### config.mk
export PLATFORM = sky130hd
export DESIGN_NAME = arh_host
export DESIGN_NICKNAME = d
export VERILOG_FILES = /design/src/rtl/arh_pkg.sv /design/src/rtl/arh_gap_timer.sv /design/src/rtl/arh_host.sv
export SDC_FILE = /design/constraint.sdc
export NUM_CORES = 1
export LEC_CHECK = 0
export BUFFER_PORTS_ARGS = -buffer_cell sky130_fd_sc_hd__buf_2
export CAP_MARGIN = 10
export CORE_UTILIZATION = 55
export CTS_BUF_LIST = sky130_fd_sc_hd__clkbuf_16
export DETAILED_ROUTE_END_ITERATION = 10
export PLACE_DENSITY = 0.76
export SLEW_MARGIN = 20
export SYNTH_ARGS = -nofsm -noshare
export SYNTH_HDL_FRONTEND = slang
export SYNTH_SLANG_ARGS = --single-unit
### constraint.sdc
create_clock -name core_clk -period 5.52 [get_ports core_clk]
set_clock_uncertainty 0.15 [all_clocks]
set_input_delay 0.552 -clock core_clk [delete_from_list [all_inputs] [get_ports core_clk]]
set_output_delay 0.552 -clock core_clk [all_outputs]
set_load 0.05 [all_outputs]
### src/rtl/arh_pkg.sv
/*
  package for the converter read/start host port: pin timing counts,
  mode encodings and state codes.
  assumes a 100 MHz core clock; the bench overrides the host gap and conversion counts.
*/
package arh_pkg;
  // core clock period in ns
  localparam int CLK_PERIOD_NS = 10;
  // conversion time, ns, and least gap between reads in pipelined mode
  localparam int CONV_TIME_NS = 2000;
  localparam int READ_GAP_NS = 2500;
  // least times round up to whole cycles
  localparam int CONV_CYCLES =
    (CONV_TIME_NS + CLK_PERIOD_NS - 1) / CLK_PERIOD_NS;
  localparam int GAP_CYCLES =
    (READ_GAP_NS + CLK_PERIOD_NS - 1) / CLK_PERIOD_NS;
  // wait mode gives up after this many cycles with no ready
  localparam int TIMEOUT_CYCLES = 1000;
  // strobe timer load in pipelined mode, cycles; the strobe stays low one cycle more
  localparam int STROBE_CYCLES = 4;
  localparam int CNT_W = 12;
  localparam int CHAN_W = 3;
  localparam int DATA_W = 8;

  // mode select values
  localparam logic MODE_WAIT = 1'h0;
  localparam logic MODE_PIPE = 1'h1;

  typedef enum logic [4:0] {
    ST_IDLE = 5'h01,
    ST_SETUP = 5'h02,
    ST_STROBE = 5'h04,
    ST_RELEASE = 5'h08,
    ST_GAP = 5'h10
  } arh_state_t;
endpackage

### src/rtl/arh_gap_timer.sv
/*
  down counter used for strobe hold, timeout and read spacing.
  assumes load and count are synchronous to core_clk.
*/
`timescale 1ns/1ps
module arh_gap_timer #(
  parameter int W = 12
) (
  // clock and reset
  input wire logic core_clk,
  input wire logic reset,
  // control
  input wire logic load,
  input wire logic [W-1:0] load_val,
  // status
  output logic zero
);
  typedef struct packed {
    logic [W-1:0] cnt;
  } arh_tmr_t;
  arh_tmr_t s_q;
  arh_tmr_t s_d;

  // load wins over counting
  always_comb
  begin
    s_d = s_q;
    if (load)
      s_d.cnt = load_val;
    else if (s_q.cnt != '0)
      s_d.cnt = s_q.cnt - W'(1);
  end

  always_ff @(posedge core_clk or posedge reset)
  begin
    if (reset)
      s_q <= '0;
    else
      s_q <= s_d;
  end

  assign zero = (s_q.cnt == '0);
endmodule

### src/rtl/arh_host.sv
/*
  host controller for a clockless multichannel 8-bit converter that sits
  on the bus as read-only memory. one user request performs one read
  cycle: wait mode stretches it until ready or timeout, pipelined mode returns the
  previous result and spaces reads by the least gap.
  assumes the converter pins are synchronous to core_clk (externally
  registered) and that its ready line has a pull-up on the board.

  // Summary of operation
  // - both strobes low start a conversion
  // - wait mode: channel bits steady while strobed
  // - wait mode: host stretches read using ready
  // - pipelined: ready line tied low, ignored
  // - pipelined: reads spaced at least 2.5 us
  // - host reaches converter as read-only memory
*/
`timescale 1ns/1ps
module arh_host #(
  parameter int CONV_CYC = arh_pkg::CONV_CYCLES,
  parameter int GAP_CYC = arh_pkg::GAP_CYCLES
) (
  // clock and reset
  input wire logic core_clk,
  input wire logic reset,
  // user request
  input wire logic req_valid,
  input wire logic [arh_pkg::CHAN_W-1:0] req_chan,
  input wire logic req_mode,
  output logic req_ready,
  // user answer
  output logic rsp_valid,
  output logic [arh_pkg::DATA_W-1:0] rsp_data,
  output logic rsp_timeout,
  // converter pins
  output logic chip_select_n,
  output logic read_strobe_n,
  output logic [arh_pkg::CHAN_W-1:0] channel_sel_bits,
  input wire logic [arh_pkg::DATA_W-1:0] result_bus,
  input wire logic conversion_wait_n,
  input wire logic conversion_done_n
);
  typedef struct packed {
    arh_pkg::arh_state_t st;
    logic mode;
    logic cs_n;
    logic rd_n;
    logic [arh_pkg::CHAN_W-1:0] chan;
    logic rdy;
    logic vld;
    logic tmo;
    logic [arh_pkg::DATA_W-1:0] data;
    // strobe run lengths, watched by the bound checks
    logic [arh_pkg::CNT_W-1:0] lo_cnt;
    logic [arh_pkg::CNT_W-1:0] hi_cnt;
  } arh_host_t;
  arh_host_t s_q;
  arh_host_t s_d;
  logic tmr_load;
  logic [arh_pkg::CNT_W-1:0] tmr_val;
  logic tmr_zero;
  logic ready_seen;

  // shared timer: strobe hold, timeout and read spacing
  arh_gap_timer #(
    .W(arh_pkg::CNT_W)
  ) u_tmr (
    .core_clk(core_clk),
    .reset(reset),
    .load(tmr_load),
    .load_val(tmr_val),
    .zero(tmr_zero)
  );

  // either status pin ends the wait; ready rise or done fall
  assign ready_seen = conversion_wait_n || !conversion_done_n;

  always_comb
  begin
    s_d = s_q;
    tmr_load = 1'b0;
    tmr_val = '0;
    s_d.vld = 1'b0;
    // a wait read parks the high count at its ceiling, so only
    // pipelined reads are held to the gap afterwards
    if (s_q.cs_n)
    begin
      s_d.lo_cnt = '0;
      if (s_q.hi_cnt != '1)
        s_d.hi_cnt = s_q.hi_cnt + arh_pkg::CNT_W'(1);
    end
    else
    begin
      s_d.lo_cnt = s_q.lo_cnt + arh_pkg::CNT_W'(1);
      if (s_q.mode == arh_pkg::MODE_PIPE)
        s_d.hi_cnt = '0;
      else
        s_d.hi_cnt = '1;
    end
    unique case (s_q.st)
      arh_pkg::ST_IDLE:
      begin
        s_d.rdy = 1'b1;
        if (req_valid && s_q.rdy)
        begin
          s_d.rdy = 1'b0;
          s_d.tmo = 1'b0;
          s_d.mode = req_mode;
          s_d.chan = req_chan;
          s_d.st = arh_pkg::ST_SETUP;
        end
      end
      // address settles one cycle before the strobes fall
      arh_pkg::ST_SETUP:
      begin
        s_d.cs_n = 1'b0;
        s_d.rd_n = 1'b0;
        tmr_load = 1'b1;
        if (s_q.mode == arh_pkg::MODE_WAIT)
          tmr_val = arh_pkg::CNT_W'(arh_pkg::TIMEOUT_CYCLES);
        else
          tmr_val = arh_pkg::CNT_W'(arh_pkg::STROBE_CYCLES);
        s_d.st = arh_pkg::ST_STROBE;
      end
      // channel bits never change here; they move only in idle
      arh_pkg::ST_STROBE:
      begin
        if (s_q.mode == arh_pkg::MODE_WAIT)
        begin
          // ready pin only means anything in wait mode
          if (ready_seen)
          begin
            s_d.data = result_bus;
            s_d.vld = 1'b1;
            s_d.cs_n = 1'b1;
            s_d.rd_n = 1'b1;
            s_d.st = arh_pkg::ST_RELEASE;
          end
          else if (tmr_zero)
          begin
            s_d.tmo = 1'b1;
            s_d.vld = 1'b1;
            s_d.cs_n = 1'b1;
            s_d.rd_n = 1'b1;
            s_d.st = arh_pkg::ST_RELEASE;
          end
        end
        else if (tmr_zero)
        begin
          // previous result, read strobe rise latches the address
          s_d.data = result_bus;
          s_d.vld = 1'b1;
          s_d.cs_n = 1'b1;
          s_d.rd_n = 1'b1;
          s_d.st = arh_pkg::ST_RELEASE;
        end
      end
      // pipelined reads wait out the conversion plus recovery
      arh_pkg::ST_RELEASE:
      begin
        tmr_load = 1'b1;
        if (s_q.mode == arh_pkg::MODE_PIPE)
          tmr_val = arh_pkg::CNT_W'(GAP_CYC);
        else
          tmr_val = arh_pkg::CNT_W'(1);
        s_d.st = arh_pkg::ST_GAP;
      end
      arh_pkg::ST_GAP:
      begin
        if (tmr_zero)
        begin
          s_d.rdy = 1'b1;
          s_d.st = arh_pkg::ST_IDLE;
        end
      end
      default:
      begin
        s_d.st = arh_pkg::ST_IDLE;
        s_d.cs_n = 1'b1;
        s_d.rd_n = 1'b1;
      end
    endcase
  end

  always_ff @(posedge core_clk or posedge reset)
  begin
    if (reset)
    begin
      s_q.st <= arh_pkg::ST_IDLE;
      s_q.mode <= arh_pkg::MODE_WAIT;
      s_q.cs_n <= 1'b1;
      s_q.rd_n <= 1'b1;
      s_q.chan <= '0;
      s_q.rdy <= 1'b0;
      s_q.vld <= 1'b0;
      s_q.tmo <= 1'b0;
      s_q.data <= '0;
      s_q.lo_cnt <= '0;
      s_q.hi_cnt <= '1;
    end
    else
      s_q <= s_d;
  end

  // all outputs straight from the state register
  assign req_ready = s_q.rdy;
  assign rsp_valid = s_q.vld;
  assign rsp_data = s_q.data;
  assign rsp_timeout = s_q.tmo;
  assign chip_select_n = s_q.cs_n;
  assign read_strobe_n = s_q.rd_n;
  assign channel_sel_bits = s_q.chan;

  // both strobes always move together
  chk_strobes_paired: assert property (
    @(posedge core_clk) disable iff (reset)
    chip_select_n == read_strobe_n)
    else $error("select and read strobes differ");

  // channel bits steady across a strobed read
  chk_chan_stable: assert property (
    @(posedge core_clk) disable iff (reset)
    !chip_select_n && !$past(chip_select_n) |->
    $stable(channel_sel_bits))
    else $error("channel bits moved during read");

  // pipelined strobe low for the fixed count
  chk_pipe_strobe: assert property (
    @(posedge core_clk) disable iff (reset)
    $fell(chip_select_n) && s_q.mode == arh_pkg::MODE_PIPE |->
    !chip_select_n [*5] ##1 chip_select_n)
    else $error("pipelined strobe width wrong");

  // strobes stay high until the gap is counted out after a pipelined
  // read; a counter stands in for a long repetition
  chk_pipe_gap: assert property (
    @(posedge core_clk) disable iff (reset)
    chip_select_n && s_q.hi_cnt < arh_pkg::CNT_W'(GAP_CYC) |=>
    chip_select_n)
    else $error("pipelined reads too close");

  // wait read ends one cycle after ready
  chk_wait_end: assert property (
    @(posedge core_clk) disable iff (reset)
    s_q.st == arh_pkg::ST_STROBE && s_q.mode == arh_pkg::MODE_WAIT &&
    ready_seen |=> chip_select_n && rsp_valid && !rsp_timeout)
    else $error("wait read not ended on ready");

  // captured data is what the bus showed
  chk_data_cap: assert property (
    @(posedge core_clk) disable iff (reset)
    rsp_valid && !rsp_timeout |-> rsp_data == $past(result_bus))
    else $error("returned data not bus value");

  // strobe low run never outlasts the timeout count
  chk_wait_bound: assert property (
    @(posedge core_clk) disable iff (reset)
    !chip_select_n |->
    s_q.lo_cnt <= arh_pkg::CNT_W'(arh_pkg::TIMEOUT_CYCLES))
    else $error("read strobe never released");

  // answer comes in the same cycle as a strobe release
  chk_rsp_cause: assert property (
    @(posedge core_clk) disable iff (reset)
    rsp_valid |-> $rose(chip_select_n))
    else $error("answer without a read");
endmodule

==> results.py <==
metrics = {
    "run_status": {
        "status": "completed",
    },
    "yosys": {
        "synth_ff_type": "dfrtp_1",
        "synth_nets": 207,
        "synth_area_sq_mm": 0.00187,
        "synth_top_family_by_area": "simple AND/OR/NAND/NOR gates",
        "synthXorXnorAreaFrac_pct": 2.34,
        "synthArstFlopShare_pct": 100,
        "ys_seq_area_share_pct": 45.7,
        "synth_edf_count": 0,
        "synth.distinct_cells": 48,
        "synth_seq_cells": 34,
        "synth-simple-area-share_pct": 17.9,
        "ys_warn_count": 0,
        "synth_compound_area_share_pct": 16.5,
        "synth_fa_ha_area_share_pct": 0.669,
        "syn-instance-count": 189,
        "postSynthAreaPerCell_sq_um": 9.90,
        "synthMuxAreaShare_pct": 8.83,
    },
    "grt": {
        "track_usage_pct": 24.3,
        "grt_start_max_net_pins": 21,
        "antenna_found_initial": 0,
        "grt_pass1_wl_um": 6280,
        "grt_pass1_vias": 1369,
        "grt_overflow": 0,
    },
    "placement": {
        "portBuffers": 32,
        "hpwl_um": 2770,
        "gp_congestion": 0.879,
    },
    "route": {
        "route.vias.total": 1485,
        "drt_iter0_drc": 80,
        "route.detailed.drc": 0,
        "postRouteAntennaNets": 0,
        "detail_route.vias_per_cell": 5.87,
        "drtPass1Iterations": 4,
        "routed_wl_um": 3890,
        "avgRoutedWirePerCell_um": 15.4,
    },
    "layout": {
        "final_util_pct": 68.3,
        "layout_common_cells": "buf_2 (32), dfrtp_1 (31), nor2_1 (17), mux2_2 (10)",
        "nets": 226,
        "nFillCells": 262,
        "area_growth_pct": 14.2,
        "antenna_cells": 0,
        "final_common_cell": "buf_2",
        "drive_gt1_share_pct": 27.8,
    },
    "floorplan": {
        "start_util_pct": 59.8,
        "die_w_um": 60.3,
        "io_pins": 33,
        "die_y_um": 60.3,
        "core_sq_mm": 0.00313,
        "num_rows": 20,
        "die_area_sq_mm": 0.00364,
    },
    "power_and_ir_drop": {
        "peakVddDrop_uv": 461,
        "p_clk_share_pct": 21.9,
        "finalPower_w": 0.00141,
        "p_int_w": 0.000794,
        "power_frac_comb_pct": 44.6,
        "switching_power_w": 0.000619,
        "seq_power_share_pct": 33.5,
        "p_sw_share_pct": 43.8,
        "power_density_mw_per_mm2": 662,
        "leakage_nw": 0.942,
    },
    "clock_tree": {
        "htree_levels": 2,
        "cts_resized": 0,
        "cts_sinks": 34,
        "holdBufCountCts": 0,
        "root_buffer": "clkbuf_16",
        "cts.clk_slew.worst_paths_ns": 0.05,
        "cts_buffers": 5,
        "post-cts-setup-buffers": 0,
        "cts_max_path_buffers": 2,
        "clk_latency_ns": 0.28,
        "cts_tree": "yes",
    },
    "sta": {
        "max_slew_margin_pct": 40.5,
        "hold_viol": 0,
        "setup_tns_ns": 0,
        "post-route-period-util_pct": 56.0,
        "worst_pin_slew_ns": 0.886,
        "setup_viol": 0,
        "rsz0062_at_grt": "no",
        "timing.final.crit_period_ns": 3.09,
        "slew_violations": 0,
        "fmax_mhz": 323,
    },
    "worst_setup_path": {
        "crit_fanout": 9,
        "required_ns": 5.53,
        "slowest_stage": "or4b_1",
        "worst-endpoint-arrival_ns": 3.10,
        "cp_top_family": "simple AND/OR/NAND/NOR gates",
        "critPathBufInv": 1,
        "start_kind": "flip-flop",
        "path_class": "reg -> reg",
        "worstPathCellList": "inv_1 -> ha_1 -> or4b_1 -> or3_1 -> a211oi_4 -> mux2_2",
        "endpoint_kind": "flip-flop",
        "critPathMaxStageDelay_ns": 0.61,
    },
    "run": {
        "maxCapViolations": 0,
    },
    "worst_hold_path": {
        "hp-class": "in -> async",
    },
}
==> synthesized netlist by cell type, types with 4 or more instances <==
library cell  instances  share of area [%]
a21oi_1               7                1.9
buf_4                11                4.4
clkbuf_1              8                1.6
dfrtp_1              31                 41
inv_1                 8                1.6
mux2_2               10                6.0
nand2_1               8                1.6
nand3_1               4                1.1
nor2_1               17                3.4
nor3_1                8                2.1
o21ai_0               7                1.9
o31ai_1               4                1.6
or4_1                 4                1.6
xor2_1                4                1.9
==> worst paths after layout <==
check / startpoint / cells after the start / slack (ns) / to
worst max-delay path: u_tmr.s_q[0] / 6 / 2.43 / rsp_data[7]
worst min-delay path: reset / 2 / 0.17 / rsp_timeout
worst max register to register: u_tmr.s_q[0] / 6 / 2.43 / rsp_data[7]
worst min register to register: chip_select_n / 2 / 0.31 / chip_select_n
max in group asynchronous: reset / 3 / 4.37 / u_tmr.s_q[7]
min in group core_clk: chip_select_n / 2 / 0.31 / chip_select_n
==> layer usage <==
metal	part of all wire [%]	track usage, %	up-vias
li1	-	-	717
met1	44	30.8	716
met2	49	37.2	38
met3	4.3	6.71	14
met4	3.1	14.0	0
met5	0	0	-
==> sequential cells by signal (all words and copies together), names as in the netlist <==
register and count:
channel_sel_bits 3, chip_select_n 1, read_strobe_n 1, req_ready 1
rsp_data 8, rsp_timeout 1, rsp_valid 1, s_q 6
u_tmr.s_q 12
==> cell families after synthesis <==
logic type,count (synthesis)
DFF,34
muxes,15
AOI/OAI and AO/OA,42
buffers and inverters,29
xor gates and xnor gates,5
and+or+nand+nor,63
adders and majority gates,1
==> cell type report <==
class | count | area, sq um | share of cell area, %
multi-input combinational | 126 | 863 | 40.4
tap | 44 | 55.1 | 2.58
inverter | 8 | 30.0 | 1.41
clock inverter | 3 | 40.0 | 1.87
timing repair buffer | 33 | 168 | 7.85
clock buffer | 5 | 125 | 5.86
sequential | 34 | 855 | 40.0
==> power groups by stage <==
stage / registers, W / logic, W / clock network [W]
final: 0.000474 / 0.000630 / 0.000309
after global routing: 0.000489 / 0.000685 / 0.000325
after CTS: 0.000473 / 0.000631 / 0.000315
after detailed placement: 0.000474 / 0.000624 / 0
after global placement: 0.000465 / 0.000611 / 0
after floorplan: 0.000469 / 0.000555 / 0
==> per-stage QoR <==
stage	hold slack, ns	instances	instance area [sq um]	setup WS, ns
floorplan	0.309	189	1870	2.77
global placement	0.295	245	1970	2.61
detailed placement	0.305	245	1970	2.50
CTS	0.188	253	2140	2.43
global route	0.226	253	2140	2.28
finish	0.174	253	2140	2.43
Note: power is estimated with default switching activity, not from simulation.
